### src/design/ext_bus_consts.vh
// constants for the external bus select and strobe logic
// assumes inclusion by bare name from design modules only
`ifndef EXT_BUS_CONSTS_VH
`define EXT_BUS_CONSTS_VH
// field position of the high-byte pin select in chip config reg zero
`define HIGH_BYTE_PIN_SELECT_POS 2
// field position of the hold protocol enable in the window register
`define HOLD_PROTOCOL_ENABLE_POS 7
// number of chip selects
`define NUM_CHIP_SELECTS 6
// internal address width
`define INT_ADDR_W 24
// external address width
`define EXT_ADDR_W 20
// reset range of chip select zero (internal addressing)
`define CS0_RESET_BASE 24'hFF2000
`define CS0_RESET_LIMIT 24'hFF20FF
// partition steered by external access
`define EA_PART_LOW 24'hFF2000
`define EA_PART_HIGH 24'hFFDFFF
// reset value of chip config reg zero: byte-high-enable selected
`define CHIP_CONFIG_REG_ZERO_RESET 8'h04
// reset value of bus configuration word of each chip select
`define BUS_CFG_RESET 8'h00
`endif

### src/design/cs_range_match.v
// one chip-select range comparator
// assumes base and limit are stable during the cycle being decoded
`include "ext_bus_consts.vh"
module cs_range_match
#(
    parameter AW = 24
)
(
    input wire [AW-1:0] addr,
    input wire [AW-1:0] base,
    input wire [AW-1:0] limit,
    output wire hit
);
    // inclusive range compare
    assign hit = (addr >= base) && (addr <= limit);
endmodule

### src/design/ext_bus_strobes.v
// external bus select and strobe logic: byte lanes, chip selects,
// bus request, divided clock and internal/external routing
// assumes the bus controller presents one access at a time, held stable
// for the cycle it marks with CYCLE_START
// assumes bus width and wait states travel in the opaque bus config word;
// this block only forwards that word and counts no wait states itself
// assumes the external access level is settled at the start edge, since a
// level that moves in that cycle steers the access as it stands then
// assumes port writes arrive as one-cycle pulses on PORT_WE
//
// How it works
// - on 16-bit cycles the byte-high-enable goes low for word and high-byte accesses.
// - byte-high-enable with address bit zero codes lanes 00 both, 01 high, 10 low.
// - bit two of chip config reg zero picks byte-high-enable at 1, write-high at 0.
// - bus request goes low during a hold while an external cycle is pending.
// - while hold protocol enable is set the shared pin is only bus request.
// - port writes to that pin are ignored until hold protocol enable clears.
// - the clock output runs at half the internal clock with 50 percent duty.
// - each of the six selects goes low on an external cycle when the internal address is in its range and in no lower select's range.
// - an address in no range asserts no select and uses select five's bus setup.
// - after reset select zero covers FF2000 to FF20FF, F2000 to F20FF outside.
// - the FF2000 to FFDFFF partition goes internal unless external access is low.
// - external access is never latched; its present level steers every access in that partition.
`include "ext_bus_consts.vh"
module ext_bus_strobes
#(
    parameter NCS = 6,
    parameter AW = 24,
    parameter CFGW = 8
)
(
    input wire CLOCK,
    input wire RST_N,
    // access request from the bus controller
    input wire CYCLE_START,
    input wire CYCLE_WRITE,
    input wire CYCLE_WORD,
    input wire [AW-1:0] CYCLE_ADDR,
    input wire EXTERNAL_ACCESS_N,
    // chip config reg zero write
    input wire CHIP_CONFIG_REG_ZERO_WE,
    input wire [7:0] CHIP_CONFIG_REG_ZERO_WDATA,
    // chip select range programming
    input wire CS_WE,
    input wire [2:0] CS_INDEX,
    input wire [AW-1:0] CS_BASE,
    input wire [AW-1:0] CS_LIMIT,
    input wire [CFGW-1:0] CS_BUS_CFG,
    // hold handling
    input wire HOLD_PROTOCOL_ENABLE_BIT,
    input wire HOLD_ACTIVE,
    // port two writes for the shared pin
    input wire PORT_WE,
    input wire PORT_TWO_MODE_REG,
    input wire PORT_TWO_DIRECTION_REG,
    input wire PORT_TWO_OUTPUT_REG,
    // outputs
    output reg BYTE_HIGH_ENABLE_N,
    output reg WRITE_HIGH_STROBE_N,
    output reg ADDRESS_BIT_ZERO,
    output reg [NCS-1:0] CHIP_SELECT_LINES_N,
    output reg [CFGW-1:0] ACTIVE_BUS_CFG,
    output reg [`EXT_ADDR_W-1:0] EXT_ADDR,
    output reg EXTERNAL_CYCLE,
    output reg BUS_REQUEST_OUT_N,
    output reg PIN_IS_PORT,
    output reg PIN_PORT_OUT,
    output reg PIN_PORT_OE,
    output reg DIVIDED_CLOCK_OUTPUT
);
    // ---------------------------------------------------------------
    // configuration storage
    // ---------------------------------------------------------------
    reg [7:0] chip_config_reg_zero;
    reg [AW-1:0] cs_base [0:NCS-1];
    reg [AW-1:0] cs_limit [0:NCS-1];
    reg [CFGW-1:0] cs_cfg [0:NCS-1];
    reg port_mode;
    reg port_dir;
    reg port_out;
    reg pending;
    integer i;

    wire high_byte_pin_select_bit;
    assign high_byte_pin_select_bit = chip_config_reg_zero[`HIGH_BYTE_PIN_SELECT_POS];

    // ---------------------------------------------------------------
    // configuration writes
    // ---------------------------------------------------------------
    // config writes; select zero starts on its fixed range
    always @(posedge CLOCK or negedge RST_N)
    begin
        if (!RST_N)
        begin
            chip_config_reg_zero <= `CHIP_CONFIG_REG_ZERO_RESET;
            for (i = 0; i < NCS; i = i + 1)
            begin
                // unprogrammed selects get an empty range (base above limit)
                cs_base[i] <= {AW{1'b1}};
                cs_limit[i] <= {AW{1'b0}};
                cs_cfg[i] <= `BUS_CFG_RESET;
            end
            cs_base[0] <= `CS0_RESET_BASE;
            cs_limit[0] <= `CS0_RESET_LIMIT;
        end
        else
        begin
            if (CHIP_CONFIG_REG_ZERO_WE)
                chip_config_reg_zero <= CHIP_CONFIG_REG_ZERO_WDATA;
            if (CS_WE && (CS_INDEX < NCS))
            begin
                cs_base[CS_INDEX] <= CS_BASE;
                cs_limit[CS_INDEX] <= CS_LIMIT;
                cs_cfg[CS_INDEX] <= CS_BUS_CFG;
            end
        end
    end

    // ---------------------------------------------------------------
    // port registers behind the shared bus request pin
    // ---------------------------------------------------------------
    // writes are dropped, not deferred, while the hold protocol owns the pin
    always @(posedge CLOCK or negedge RST_N)
    begin
        if (!RST_N)
        begin
            port_mode <= 1'b0;
            port_dir <= 1'b0;
            port_out <= 1'b0;
        end
        else if (PORT_WE && !HOLD_PROTOCOL_ENABLE_BIT)
        begin
            port_mode <= PORT_TWO_MODE_REG;
            port_dir <= PORT_TWO_DIRECTION_REG;
            port_out <= PORT_TWO_OUTPUT_REG;
        end
    end

    // ---------------------------------------------------------------
    // address decode
    // ---------------------------------------------------------------
    wire [NCS-1:0] hit;
    genvar g;
    generate
        for (g = 0; g < NCS; g = g + 1)
        begin : g_match
            cs_range_match #(.AW(AW)) u_match
            (
                .addr(CYCLE_ADDR),
                .base(cs_base[g]),
                .limit(cs_limit[g]),
                .hit(hit[g])
            );
        end
    endgenerate

    // partition check uses the live pin level, no latch
    wire in_ea_part;
    wire is_external;
    assign in_ea_part = (CYCLE_ADDR >= `EA_PART_LOW) && (CYCLE_ADDR <= `EA_PART_HIGH);
    assign is_external = in_ea_part ? !EXTERNAL_ACCESS_N : 1'b1;

    // an access that leaves the chip; only these may ask for the bus back
    wire ext_start;
    assign ext_start = CYCLE_START && is_external;

    // lowest select wins when ranges overlap
    reg [NCS-1:0] next_cs_n;
    reg [CFGW-1:0] next_cfg;
    reg found;
    integer k;
    always @*
    begin
        next_cs_n = {NCS{1'b1}};
        next_cfg = cs_cfg[NCS-1];
        found = 1'b0;
        for (k = 0; k < NCS; k = k + 1)
        begin
            if (hit[k] && !found)
            begin
                next_cs_n[k] = 1'b0;
                next_cfg = cs_cfg[k];
                found = 1'b1;
            end
        end
    end

    // ---------------------------------------------------------------
    // byte lanes
    // ---------------------------------------------------------------
    // word access: both lanes low; byte access: lane from address bit zero
    wire lane_high_n;
    assign lane_high_n = CYCLE_WORD ? 1'b0 : !CYCLE_ADDR[0];

    // ---------------------------------------------------------------
    // cycle outputs
    // ---------------------------------------------------------------
    // strobes register on the start pulse and hold until the next one
    always @(posedge CLOCK or negedge RST_N)
    begin
        if (!RST_N)
        begin
            BYTE_HIGH_ENABLE_N <= 1'b1;
            WRITE_HIGH_STROBE_N <= 1'b1;
            ADDRESS_BIT_ZERO <= 1'b0;
            CHIP_SELECT_LINES_N <= {NCS{1'b1}};
            ACTIVE_BUS_CFG <= `BUS_CFG_RESET;
            EXT_ADDR <= {`EXT_ADDR_W{1'b0}};
            EXTERNAL_CYCLE <= 1'b0;
        end
        else if (CYCLE_START)
        begin
            EXTERNAL_CYCLE <= is_external;
            EXT_ADDR <= CYCLE_ADDR[`EXT_ADDR_W-1:0];
            ADDRESS_BIT_ZERO <= CYCLE_WORD ? 1'b0 : CYCLE_ADDR[0];
            ACTIVE_BUS_CFG <= next_cfg;
            if (is_external)
            begin
                CHIP_SELECT_LINES_N <= next_cs_n;
                if (high_byte_pin_select_bit)
                begin
                    BYTE_HIGH_ENABLE_N <= lane_high_n;
                    WRITE_HIGH_STROBE_N <= 1'b1;
                end
                else
                begin
                    BYTE_HIGH_ENABLE_N <= 1'b1;
                    WRITE_HIGH_STROBE_N <= !(CYCLE_WRITE && !lane_high_n);
                end
            end
            else
            begin
                CHIP_SELECT_LINES_N <= {NCS{1'b1}};
                BYTE_HIGH_ENABLE_N <= 1'b1;
                WRITE_HIGH_STROBE_N <= 1'b1;
            end
        end
    end

    // ---------------------------------------------------------------
    // bus request and shared pin
    // ---------------------------------------------------------------
    // the pending cycle counts in the same edge it arrives, so the request
    // goes out one cycle after the start rather than two
    wire hold_wants_bus;
    assign hold_wants_bus = HOLD_PROTOCOL_ENABLE_BIT && HOLD_ACTIVE && (pending || ext_start);

    // pending is set by an external start during hold; set beats clear
    always @(posedge CLOCK or negedge RST_N)
    begin
        if (!RST_N)
        begin
            pending <= 1'b0;
            BUS_REQUEST_OUT_N <= 1'b1;
        end
        else
        begin
            if (ext_start && HOLD_ACTIVE)
                pending <= 1'b1;
            else if (!HOLD_ACTIVE)
                pending <= 1'b0;
            BUS_REQUEST_OUT_N <= !hold_wants_bus;
        end
    end

    // ---------------------------------------------------------------
    // shared pin ownership
    // ---------------------------------------------------------------
    // a plain port output drives the pin only in mode 0 with direction 0
    wire port_drives;
    assign port_drives = (port_mode == 1'b0) && (port_dir == 1'b0);

    // the hold protocol takes the pin whatever the port registers hold
    always @(posedge CLOCK or negedge RST_N)
    begin
        if (!RST_N)
        begin
            PIN_IS_PORT <= 1'b1;
            PIN_PORT_OUT <= 1'b0;
            PIN_PORT_OE <= 1'b0;
        end
        else
        begin
            PIN_IS_PORT <= !HOLD_PROTOCOL_ENABLE_BIT;
            PIN_PORT_OUT <= HOLD_PROTOCOL_ENABLE_BIT ? 1'b0 : port_out;
            PIN_PORT_OE <= HOLD_PROTOCOL_ENABLE_BIT ? 1'b0 : port_drives;
        end
    end

    // ---------------------------------------------------------------
    // divided clock
    // ---------------------------------------------------------------
    // toggle flop gives exactly half rate and even duty
    always @(posedge CLOCK or negedge RST_N)
    begin
        if (!RST_N)
            DIVIDED_CLOCK_OUTPUT <= 1'b0;
        else
            DIVIDED_CLOCK_OUTPUT <= !DIVIDED_CLOCK_OUTPUT;
    end
endmodule

### config.mk
export PLATFORM = sky130hd
export DESIGN_NAME = ext_bus_strobes
export DESIGN_NICKNAME = d
export VERILOG_FILES = /design/src/design/cs_range_match.v /design/src/design/ext_bus_strobes.v
export VERILOG_INCLUDE_DIRS = /design/src /design/src/design
export SDC_FILE = /design/constraint.sdc
export NUM_CORES = 1
export LEC_CHECK = 0
export ABC_AREA = 1
export CORE_MARGIN = 2
export CORE_UTILIZATION = 40
export DETAILED_ROUTE_END_ITERATION = 10
export DONT_BUFFER_PORTS = 1
export PLACE_DENSITY = 0.59
export SLEW_MARGIN = 20
export SYNTH_ARGS = -nofsm -noshare
export SYNTH_HDL_FRONTEND = slang
export SYNTH_HIERARCHICAL = 1
export SYNTH_SLANG_ARGS = --single-unit
### constraint.sdc
create_clock -name CLOCK -period 2.8 [get_ports CLOCK]
set_clock_uncertainty 0.1 [all_clocks]
set_input_delay 0.42 -clock CLOCK [delete_from_list [all_inputs] [get_ports CLOCK]]
set_output_delay 0.42 -clock CLOCK [all_outputs]
set_load 0.05 [all_outputs]
Word level (Yosys, flattened, before mapping). Index checks and enable logic that the tools add are counted.

Memories kept: 0. Word-level logic and storage cells: 126. Register bits: 386. Input bits: 105. Output and inout port bits: 43. Bits in writable memories: 0. Memory bits (read-only): 0. Latch bits: 0.

Bitwise logic cells: 3. Shift operators: 0. Divide/modulo/power cells: 0. Reduce and logical (&&, ||, !) cells: 34. Add/subtract/negate cells: 0. Multiply operators: 0. Equal/unequal tests: 1. $lt $le $gt $ge: 17. Multiplexer cells: 36.

Operators by type and width (count): 144-bit bitwise mux (2); 24-bit >= comparator (6); 24-bit less-or-equal comparator (6); 24-bit demux with 3-bit select (1); 8-bit two-way mux (7); 48-bit bitwise mux (1); 8-bit demux with 3-bit select (1); 24-bit >= comparator (second input constant) (1); 24-bit less-or-equal comparator (second input constant) (1); 24-bit two-way mux (1); 1-bit two-way mux (22); 1-bit logical AND (21); 1-bit zero test (12); 6-bit two-way mux (1); 4-bit >= comparator (second input constant) (1); 4-bit by 1-bit < comparator with 1-bit output (second input constant) (1); 3-bit NOT with 4-bit output (1); 3-bit < comparator (second input constant) (1); 2-bit by 1-bit inequality test with 1-bit output (second input constant) (1); 1-bit NOT (2); 1-bit logical OR (1).

Depth between registers and ports, before layout. Gate-level depths: netlist of run 1.

Depth after elaboration: 19. Gate-level depth with buffers: 23. Gate-level depth less buffers: 22.

Cells and area by module. The synthesis of run 1 kept the hierarchy.

Modules (own cells, without submodules): ext_bus_strobes (cells an instance 1478, times used 1, area each 14497.7 um2); cs_range_match at g_match[0].u_match ... (cells an instance 221, times used 5, area each 1336.3 um2); cs_range_match at g_match[4].u_match (cells an instance 221, times used 1, area each 1346.3 um2).

Least setup slack after synthesis of run 1. Ideal clock, no wire load.

Path kind: reg2reg. Start point: register cs_base[139] (netlist name). End point: register ACTIVE_BUS_CFG[5]. Period minus slack after synthesis: 2570 ps. Setup slack: 230 ps. Stages on the path, launching flop included: 18. Required time: 2582 ps. Data arrival time: 2353 ps. Path buffers: 1. Library setup time: 118 ps. Cell sequence: dfstp_2 -> inv_1 -> ha_1 -> a21o_1 -> o21ai_1 -> nand2_1 -> a21oi_1 -> nand2_2 -> nand2_1 -> inv_1 -> nor2_4 -> nand3_2 -> nor2_2 -> inv_2 -> buf_6 -> or2_0 -> nand3_1 -> nand2_1.

Word-level cells in the longest chain between the ends: 18. Elaborated cells on any way between the ends: 23. Classes of those cells: 1 x order compare; 11 x mux; 11 x reduce/logical.

RTL lines: start: declaration (RTL line ext_bus_strobes.v:75) `reg [AW-1:0] cs_base [0:NCS-1];`; start signal: indexed assignment (RTL line ext_bus_strobes.v:99) `cs_base[i] <= {AW{1'b1}};`; 24-bit >= comparator * (RTL line cs_range_match.v:15) `assign hit = (addr >= base) && (addr <= limit);`; 1-bit logical AND * (RTL line cs_range_match.v:15); via hit[0] (RTL line ext_bus_strobes.v:142) `wire [NCS-1:0] hit;`; 1-bit two-way mux (RTL line ext_bus_strobes.v:179) `if (hit[k] && !found)`; 1-bit zero test (RTL line ext_bus_strobes.v:179); 1-bit logical AND (RTL line ext_bus_strobes.v:179); 1-bit two-way mux (RTL line ext_bus_strobes.v:179); 1-bit zero test (RTL line ext_bus_strobes.v:179); [... 3 more ...]; 1-bit logical AND (RTL line ext_bus_strobes.v:179); 1-bit two-way mux (RTL line ext_bus_strobes.v:179); 1-bit zero test (RTL line ext_bus_strobes.v:179); 1-bit logical AND (RTL line ext_bus_strobes.v:179); 1-bit two-way mux (RTL line ext_bus_strobes.v:179); 1-bit zero test (RTL line ext_bus_strobes.v:179); 1-bit logical AND (RTL line ext_bus_strobes.v:179); 8-bit two-way mux * (RTL line ext_bus_strobes.v:179); end signal: assignment (RTL line ext_bus_strobes.v:207) `` ACTIVE_BUS_CFG <= `BUS_CFG_RESET; ``; end signal: assignment (RTL line ext_bus_strobes.v:216) `ACTIVE_BUS_CFG <= next_cfg;`; end: declaration (RTL line ext_bus_strobes.v:62) `output reg [CFGW-1:0] ACTIVE_BUS_CFG,`.

Mark *: on every way through the listed nets, which the timed path passes. The rest lies on a longest branch. A chain may end at the register's enable or synchronous reset.

Worst setup path in the final report of run 1.
Start point: register cs_limit[143] (netlist name). End point: register ACTIVE_BUS_CFG[0].

Word-level cells in the longest chain between the ends: 18. Elaborated cells on any way between the ends: 23. Classes of those cells: 1 x order compare; 11 x mux; 11 x reduce/logical.

RTL lines: start: declaration (RTL line ext_bus_strobes.v:76) `reg [AW-1:0] cs_limit [0:NCS-1];`; start signal: indexed assignment (RTL line ext_bus_strobes.v:100) `cs_limit[i] <= {AW{1'b0}};`; 24-bit less-or-equal comparator * (RTL line cs_range_match.v:15); 1-bit logical AND * (RTL line cs_range_match.v:15); via hit[0] (RTL line ext_bus_strobes.v:142); 1-bit two-way mux (RTL line ext_bus_strobes.v:179); 1-bit zero test (RTL line ext_bus_strobes.v:179); 1-bit logical AND (RTL line ext_bus_strobes.v:179); 1-bit two-way mux (RTL line ext_bus_strobes.v:179); 1-bit zero test (RTL line ext_bus_strobes.v:179); [... 3 more ...]; 1-bit logical AND (RTL line ext_bus_strobes.v:179); 1-bit two-way mux (RTL line ext_bus_strobes.v:179); 1-bit zero test (RTL line ext_bus_strobes.v:179); 1-bit logical AND (RTL line ext_bus_strobes.v:179); 1-bit two-way mux (RTL line ext_bus_strobes.v:179); 1-bit zero test (RTL line ext_bus_strobes.v:179); 1-bit logical AND (RTL line ext_bus_strobes.v:179); 8-bit two-way mux * (RTL line ext_bus_strobes.v:179).

Marks and branches as above.

==> metrics.yaml, run 1 <==
layout_commonest_cell: "nand2_1"
ys_warn_count: 6
rrSetupSlack_ns: 0.01
grt_use_met1_pct: 28.7
hold_class: "in2async"
drt_pass1_iterations: 5
start_util_pct: 40.6
synth_cell_type_count: 31
grt_busiest_layer: "met2"
syn_area_mm2: 0.0225
io_pins: 148
max_slew_margin_pct: -2.68
drv_cap: 0
vias: 18100
pre_cts_slack_ns: -0.134
synth_fp_nets: 3197
peakVddDrop_uv: 446
violations: "negative hold slack, max-slew violations"
cts_buffers: 46
clock_latency_ns: 0.59
drt_iter0_markers: 1136
routedWlPerCell_um: 17.0
fin_area_mm2: 0.0260
ant_nets: 0
final_cell_mix: "823 x nand2_1, 468 x inv_1, 352 x o21ai_0"
via_per_inst: 4.96
cp.arrival_ns: 3.17
fp-row-count: 86
cp-start-kind: "flip-flop"
setup_ws_ns: 0.0131
die_x_um: 241
end_kind: "flip-flop"
outcome: "complete, but fails checks"
insertedDiodeCount: 0
reg2regPathDepth: 19
fin_nets: 3251
fin_total_pwr_uw: 18600
cts_tree: "built"
area_growth_pct: 15.4
required_ns: 3.18
finalSetupViolations: 0
cts.root.buffer_cell: "clkbuf_16"
rsz0062_at_grt: "true"
finalWirelength_um: 61800
grt_use_total_pct: 21.4
post-route-drc-count: 0
hold_buffers: 52
p_leak_uw: 0.0133
cts.reportedPaths.clkPinSlew_ns: 0.06
r2r-end: "ACTIVE_BUS_CFG[0]$_DFFE_PN0P_"
die_h_um: 241
path_max_fanout: 5
grt_overflow: 0
synth-seq-area-share_pct: 43.5
coreArea_mm2: 0.0554
final_max_slew_viol_count: 73
instances_no_fill: 3644
rr_startpoint: "cs_limit[143]$_DFFE_PN1P_"
syn_avg_cell_area_um2: 8.03
crit_type: "reg2reg"
place_hpwl_um: 40600
dieArea_mm2: 0.0582
gr-usage-met3_pct: 3.61
fin_crit_sh_pct: 99.5
grt_pass1_vias: 17800
cts_sinks: 384
port_buffers: 0
grt_max_degree: 385
clock_path_buffers: 3
grt_pass1_wl_um: 96500
synth-seq-cells: 384
max_freq_mhz: 359
grtUsageMet2_pct: 35.1
antenna_found_initial: 5
dp.cells: 3494
cts_max_level: 2
power_density_mw_per_mm2: 717
gp_congestion: 0.828
worst_slew_pin_slew_ns: 1.54
drive_above_1_share_pct: 13.8
whs_ns: -0.514
syn_inst: 2804
hold_viol_final: 256
layout_min_cycle_time_ns: 2.79
dpl-instance-area_mm2: 0.0234
cell type report:
| cell class | instances | area [µm²] |
|---|---|---|
| timing repair buffer | 91 | 928 |
| inverter | 488 | 1840 |
| fill | 5320 | 29400 |
| sequential | 384 | 9810 |
| tap | 748 | 936 |
| clock inverter | 17 | 249 |
| clock buffer | 69 | 1300 |
| multi-input combinational | 1847 | 10900 |
stage by stage:
stage / TNS [ns] / utilization, %
finish: 0 / 46.9
global route: -0.825 / 46.9
CTS: 0 / 46.0
detailed placement: -0.809 / 42.3
global placement: -0.551 / 42.3
floorplan: 0 / -
Yosys cell counts:
cell type    n  area [µm²]
nor3_1       9        45.0
o21ai_0    353        1770
or2_0        2        12.5
clkbuf_2     1        5.00
nand2_2     25         156
o21a_1      12        90.1
inv_1      480        1800
buf_2       18        90.1
nor2_4       8        90.1
o21ai_1      6        30.0
nor2_1      77         289
nand4_1     13        81.3
nand3_1     53         265
nor2_2      13        81.3
ha_1       288        3600
nand2_1    843        3160
o21bai_1     6        45.0
mux2_2       2        22.5
inv_2        7        26.3
and3_1       1        6.26
a21oi_1    104         521
or2_2        6        37.5
dfrtp_1    227        5680
buf_1        7        26.3
clkbuf_1    58         218
clkinv_1     1        3.75
nand3_2      2        20.0
a21o_1      18         135
dfstp_2    157        4130
nand4_2      6        75.1
buf_6        1        11.3
power by group:
group	internal, µW	leakage, µW	switching, µW
Sequential	6870	0.00448	928
Clock	3690	0.000746	2520
Combinational	1920	0.00808	2700
how the worst max path moves through the flow:
| stage | from | endpoint | slack, ns | cells past startpoint |
|---|---|---|---|---|
| after floorplan | cs_base[139]$_DFFE_PN1P_ | ACTIVE_BUS_CFG[5]$_DFFE_PN0P_ | 0.23 | 17 |
| after global placement | cs_base[91]$_DFFE_PN1P_ | ACTIVE_BUS_CFG[0]$_DFFE_PN0P_ | -0.09 | 16 |
| after detailed placement | cs_base[91]$_DFFE_PN1P_ | ACTIVE_BUS_CFG[2]$_DFFE_PN0P_ | -0.13 | 16 |
| after CTS | cs_limit[143]$_DFFE_PN1P_ | ACTIVE_BUS_CFG[2]$_DFFE_PN0P_ | 0.005 | 18 |
| after global routing | cs_limit[143]$_DFFE_PN1P_ | ACTIVE_BUS_CFG[6]$_DFFE_PN0P_ | -0.13 | 19 |
| final | cs_limit[143]$_DFFE_PN1P_ | ACTIVE_BUS_CFG[0]$_DFFE_PN0P_ | 0.01 | 19 |
kinds of logic after synthesis:
family | count (synthesis) | share of synthesized area (%)
AND/OR/NAND/NOR | 1058 | 19.2
buffers and inverters | 573 | 9.69
AO/OA/AOI/OAI | 499 | 11.5
flip-flops | 384 | 43.5
adder cells (fa/ha/maj) | 288 | 16.0
multiplexers | 2 | 0.100
layer usage:
layer,routed length [µm],up-vias
met1,28600,8595
met4,1900,6
met2,28200,397
met5,30,-
met3,3070,118
li1,-,8955
critical path: stages, from the launching register on:
cell	delay, ns
dfstp_2	0.54
inv_2	0.04
ha_4	0.26
nand2_1	0.07
nor2_2	0.14
nand2_2	0.12
nor2_4	0.12
nand2_2	0.06
nand3_2	0.06
nand2_2	0.07
nand2_2	0.09
inv_2	0.05
nor2_4	0.14
nand3_4	0.10
nor2_4	0.15
clkinv_4	0.09
buf_6	0.14
or2_4	0.22
nand3_2	0.07
nand2_1	0.05
registers in the layout (all words and copies together), names as in the netlist, 6 cells and up:
name	flops
ACTIVE_BUS_CFG	8
CHIP_SELECT_LINES_N	6
EXT_ADDR	20
cs_base	144
cs_cfg	48
cs_limit	144
repair_timing:
action	4_1_cts	5_1_grt
resized for setup	3	84
buffers inserted	0	11
endpoints found under the setup margin	8	9
hold endpoints to repair	508	264
pin swaps	0	44
Note: power is estimated with default switching activity, not from simulation.
==> inputs of run 2 (changes only) <==
--- a/config.mk
+++ b/config.mk
@@ -11,6 +11,7 @@
 export CORE_UTILIZATION = 40
 export DETAILED_ROUTE_END_ITERATION = 10
 export DONT_BUFFER_PORTS = 1
+export GPL_ROUTABILITY_DRIVEN = 0
 export PLACE_DENSITY = 0.59
 export SLEW_MARGIN = 20
 export SYNTH_ARGS = -nofsm -noshare
==> constraint.sdc (replaced) <==
create_clock -name CLOCK -period 2.8 [get_ports CLOCK]
set_clock_uncertainty 0.1 [all_clocks]
set_input_delay 0.14 -clock CLOCK [delete_from_list [all_inputs] [get_ports CLOCK]]
set_output_delay 0.14 -clock CLOCK [all_outputs]
set_load 0.05 [all_outputs]
==> metrics.yaml, run 2 (synthesized netlist as in run 1, its figures left out) <==
layout_min_cycle_time_ns: 2.78
power_density_mw_per_mm2: 708
biggestRegsByFlops: "cs_base x144, cs_limit x144, cs_cfg x48"
die_h_um: 241
port_buffers: 0
drt_iter0_markers: 1346
rrSetupSlack_ns: 0.02
fin_setup_tns_ns: 0
cts_max_level: 2
rr_startpoint: "cs_base[67]$_DFFE_PN1P_"
whs_ns: -0.809
required_ns: 3.17
peakVddDrop_uv: 447
setup_ws_ns: 0.0224
vias: 18100
max_freq_mhz: 360
path_max_fanout: 7
pre_cts_slack_ns: -0.0761
fin_nets: 3283
p_clk_share_pct: 33.1
insertedDiodeCount: 0
finalWirelength_um: 61600
ant_nets: 0
grt_pass1_vias: 17800
grt_pass1_wl_um: 96800
pwr-share-seq_pct: 42.0
grt_overflow: 0
fp-row-count: 86
cp.arrival_ns: 3.14
grt_use_total_pct: 21.5
fillers: 5416
end_kind: "flip-flop"
final_max_slew_viol_count: 0
hold_buffers: 93
highest_layer: "met5"
fin_crit_sh_pct: 99.2
layout_commonest_cell: "nand2_1"
cts.root.buffer_cell: "clkbuf_16"
outcome: "complete, but fails checks"
hold_class: "in2async"
cts.reportedPaths.clkPinSlew_ns: 0.06
dpl-instance-area_mm2: 0.0234
post-route-drc-count: 0
fin_area_mm2: 0.0262
dieArea_mm2: 0.0582
place_hpwl_um: 40800
wl_met2_um: 29000
die_x_um: 241
reg2regPathDepth: 16
final_cell_mix: "824 x nand2_1, 474 x inv_1, 352 x o21ai_0"
wirelength_met1_um: 27900
switchingPower_uw: 6060
violations: "negative hold slack"
cts_buffers: 47
hold_viol_final: 384
routedWlPerCell_um: 16.8
coreArea_mm2: 0.0554
via_per_inst: 4.91
worst_slew_pin_slew_ns: 0.899
pwr-share-comb_pct: 24.9
rsz0062_at_grt: "true"
drt_pass1_iterations: 6
area_growth_pct: 16.4
finalSetupViolations: 0
r2r-end: "ACTIVE_BUS_CFG[3]$_DFFE_PN0P_"
clock_latency_ns: 0.59
p_leak_uw: 0.0134
met3RoutedLength_um: 3150
max_slew_margin_pct: 40.1
io_pins: 148
fin_total_pwr_uw: 18500
drive_above_1_share_pct: 13.2
drv_cap: 0
cts_sinks: 384
grt_max_degree: 385
clock_path_buffers: 3
cp-start-kind: "flip-flop"
crit_type: "reg2reg"
swShare_pct: 32.6
antenna_found_initial: 6
p_int_uw: 12500
cts_tree: "built"
start_util_pct: 40.6
==> run 2: cell types whose count changed in the layout (fill, tap and decap cells not counted), sizes merged <==
cell         delta
dlygate4sd3    +41
clkinvlp        -2
bufinv          -3
inv             +3
buf            -11
clkinv          -4
clkbuf          +7
==> run 2: worst max-delay path by stage <==
stage                                                to  slack (ns)                       from  cells past startpoint
after floorplan           ACTIVE_BUS_CFG[5]$_DFFE_PN0P_        0.23   cs_base[139]$_DFFE_PN1P_                     17
after global placement    ACTIVE_BUS_CFG[2]$_DFFE_PN0P_       -0.06    cs_base[67]$_DFFE_PN1P_                     16
after detailed placement  ACTIVE_BUS_CFG[3]$_DFFE_PN0P_       -0.08    cs_base[67]$_DFFE_PN1P_                     16
after CTS                 ACTIVE_BUS_CFG[2]$_DFFE_PN0P_        0.01  cs_limit[143]$_DFFE_PN1P_                     20
after global routing      ACTIVE_BUS_CFG[3]$_DFFE_PN0P_       -0.11   cs_base[102]$_DFFE_PN1P_                     19
final                     ACTIVE_BUS_CFG[3]$_DFFE_PN0P_        0.02    cs_base[67]$_DFFE_PN1P_                     16
==> run 2: critical path: stages (launching register included) <==
cell	delay [ns]
dfstp_2	0.53
inv_1	0.04
ha_1	0.28
a21o_1	0.19
o21ai_2	0.14
nand2_2	0.11
a21oi_4	0.18
nand2_2	0.05
nand2_1	0.06
inv_1	0.05
inv_1	0.10
nand3_4	0.09
nor2_4	0.17
clkinv_4	0.12
or2_2	0.28
nand3_1	0.08
nand2_1	0.06
==> run 2: area by class of cell <==
type	count	area (µm²)	area share [%]
multi-input combinational	1847	10800	41.4
sequential	384	9810	37.4
inverter	488	1840	7.03
clock buffer	76	1450	5.52
timing repair buffer	121	1210	4.63
tap	748	936	3.57
clock inverter	10	115	0.439
timing repair inverter	1	6.26	0.0239
==> run 2: metal layers <==
layer / global-route usage, % / vias to the layer above
met5: 0 / -
met4: 5.95 / 4
met3: 3.50 / 87
met2: 36.5 / 413
met1: 28.2 / 8549
li1: - / 9003
==> run 2: what timing repair did <==
action	4_1_cts	5_1_grt
gates cloned	0	1
setup buffers	0	5
hold endpoints to repair	767	384
gates resized for setup	6	72
setup endpoints to repair	8	11
pin swaps	0	35
==> run 2: stage by stage <==
step / hold WS (ns) / utilization [%] / std cells
after floorplan: -0.256 / - / 2804
after global placement: -0.218 / 42.1 / 3490
after detailed placement: -0.231 / 42.1 / 3490
after CTS: -0.870 / 46.7 / 3669
after global routing: -0.842 / 47.3 / 3675
final: -0.809 / 47.3 / 3675
==> run 2: power by group through the flow <==
stage | Clock, µW | Sequential [µW] | Combinational (µW)
4_1_cts | 6280 | 7800 | 4420
3_3_place_gp | 0 | 7840 | 4050
6_report | 6130 | 7800 | 4620
3_5_place_dp | 0 | 7880 | 4240
5_1_grt | 6530 | 7940 | 5400
2_1_floorplan | 0 | 7710 | 3230
==> inputs of run 3 (changes only) <==
==> constraint.sdc (replaced) <==
create_clock -name CLOCK -period 3.6 [get_ports CLOCK]
set_clock_uncertainty 0.1 [all_clocks]
set_input_delay 0.18 -clock CLOCK [delete_from_list [all_inputs] [get_ports CLOCK]]
set_output_delay 0.18 -clock CLOCK [all_outputs]
set_load 0.05 [all_outputs]
==> metrics.yaml, run 3 (synthesized netlist as in run 1, its figures left out) <==
cts_buffers: 46
area_growth_pct: 13.9
cts.reportedPaths.clkPinSlew_ns: 0.06
post-route-drc-count: 0
slowest_delay_ns: 0.53
critPathSlowestCell: "dfstp_2"
whs_ns: -0.759
start_util_pct: 40.6
fin_total_pwr_uw: 13900
place_hpwl_um: 40000
max_slew_margin_pct: 29.6
critPathBufInv: 3
cts_max_level: 2
fin_nets: 3263
outcome: "complete, but fails checks"
rr_startpoint: "cs_limit[143]$_DFFE_PN1P_"
ant_nets: 0
crit_family: "simple AND/OR/NAND/NOR gates"
antenna_found_initial: 6
coreArea_mm2: 0.0554
end_kind: "flip-flop"
vias: 17900
power_density_mw_per_mm2: 543
clock_path_buffers: 3
crit_type: "reg2reg"
cts.root.buffer_cell: "clkbuf_16"
die_x_um: 241
path_max_fanout: 16
clock_latency_ns: 0.60
final_cell_mix: "837 x nand2_1, 480 x inv_1, 353 x o21ai_0"
fp-row-count: 86
cts_sinks: 384
routedWlPerCell_um: 16.5
rsz0062_at_grt: "false"
grt_use_total_pct: 21.2
path_cells: "inv_1 -> ha_1 -> nand2_1 -> nor2_2 -> nand2_2 -> nor2_2 -> nand2_1 -> nand3_1 -> nand2_1 -> nand2_1 -> inv_1 -> nor2_4 -> nand3_2 -> nor2_2 -> inv_2 -> or2_2 -> nand3_1 -> nand2_1"
required_ns: 3.98
drt_iter0_markers: 1133
dieArea_mm2: 0.0582
drt_pass1_iterations: 5
grt_pass1_wl_um: 95800
biggestRegsByFlops: "cs_base x144, cs_limit x144, cs_cfg x48"
reg2regPathDepth: 18
hold_class: "in2async"
cts_setup_buffers: 0
dp.cells: 3476
max_freq_mhz: 337
layout_commonest_cell: "nand2_1"
r2r-end: "ACTIVE_BUS_CFG[1]$_DFFE_PN0P_"
worst_slew_pin_slew_ns: 1.06
cts-resized-gates: 0
finalWirelength_um: 60300
cp-start-kind: "flip-flop"
via_per_inst: 4.90
final_max_slew_viol_count: 0
p_leak_uw: 0.0132
finalSetupViolations: 0
cts_tree: "built"
die_h_um: 241
fin_crit_sh_pct: 82.5
cp_common_cell: "nand2_1"
final_util_pct: 46.3
hold_viol_final: 384
io_pins: 148
hold_buffers: 94
violations: "negative hold slack"
peakVddDrop_uv: 350
layout_min_cycle_time_ns: 2.97
drive_above_1_share_pct: 10.5
pre_cts_slack_ns: 0.609
grt_max_degree: 385
grt_overflow: 0
port_buffers: 0
cp.arrival_ns: 3.35
grt_pass1_vias: 17800
drv_cap: 0
setup_ws_ns: 0.629
instances_no_fill: 3654
rrSetupSlack_ns: 0.63
fin_setup_tns_ns: 0
[run 3: cell types whose count changed in the layout (fill, tap and decap cells not counted), moves of 6 or more]
cell	previous run	this run
nand3_1	44	53
nand2_1	824	837
nand2_2	37	25
inv_1	474	480
nand3_2	10	2
a21oi_1	96	104
nor2_4	14	8
a21oi_2	6	0
buf_4	19	9
nor2_1	70	77
[run 3: power breakdown]
part,internal (µW),total [µW],switching (µW)
Combinational,1370,3370,2010
Sequential,5350,6070,719
Clock,2630,4510,1880
[run 3: metrics by stage]
| stage | hold WS (ns) | instance area, µm² |
|---|---|---|
| floorplan | -0.216 | 22500 |
| finish | -0.759 | 25700 |
| CTS | -0.807 | 25600 |
| global route | -0.794 | 25700 |
| global placement | -0.175 | 23200 |
| detailed placement | -0.178 | 23200 |
[run 3: worst register-to-register path: cells and delay by family, from the launching register on]
| kind | cells | cell delay [ns] |
|---|---|---|
| flops | 1 | 0.53 |
| buf+inv | 3 | 0.28 |
| fa+ha+maj | 1 | 0.28 |
| simple gates | 14 | 1.67 |
[run 3: how the worst max path moves through the flow]
stage | start | endpoint | slack [ns] | cells after the start
2_1_floorplan | cs_base[139]$_DFFE_PN1P_ | ACTIVE_BUS_CFG[5]$_DFFE_PN0P_ | 1.03 | 17
3_3_place_gp | cs_limit[143]$_DFFE_PN1P_ | ACTIVE_BUS_CFG[2]$_DFFE_PN0P_ | 0.65 | 18
5_1_grt | cs_limit[143]$_DFFE_PN1P_ | ACTIVE_BUS_CFG[2]$_DFFE_PN0P_ | 0.38 | 18
6_report | cs_limit[143]$_DFFE_PN1P_ | ACTIVE_BUS_CFG[1]$_DFFE_PN0P_ | 0.63 | 18
3_5_place_dp | cs_limit[143]$_DFFE_PN1P_ | ACTIVE_BUS_CFG[1]$_DFFE_PN0P_ | 0.61 | 18
4_1_cts | cs_limit[143]$_DFFE_PN1P_ | ACTIVE_BUS_CFG[1]$_DFFE_PN0P_ | 0.59 | 18
[run 3: per-layer routing]
metal / share of wire, % / GRT usage, % / vias up
li1: - / - / 8953
met1: 47 / 28.8 / 8503
met2: 45 / 35.2 / 338
met3: 4.6 / 3.07 / 89
met4: 2.6 / 6.53 / 6
met5: 0.065 / 0 / -
[run 3: cell type report]
class / count / area (µm²)
inverter: 488 / 1830
antenna: 1 / 2.50
fill: 5446 / 29800
multi-input combinational: 1847 / 10600
clock inverter: 6 / 73.8
timing repair buffer: 103 / 1020
sequential: 384 / 9810
clock buffer: 77 / 1390
tap: 748 / 936
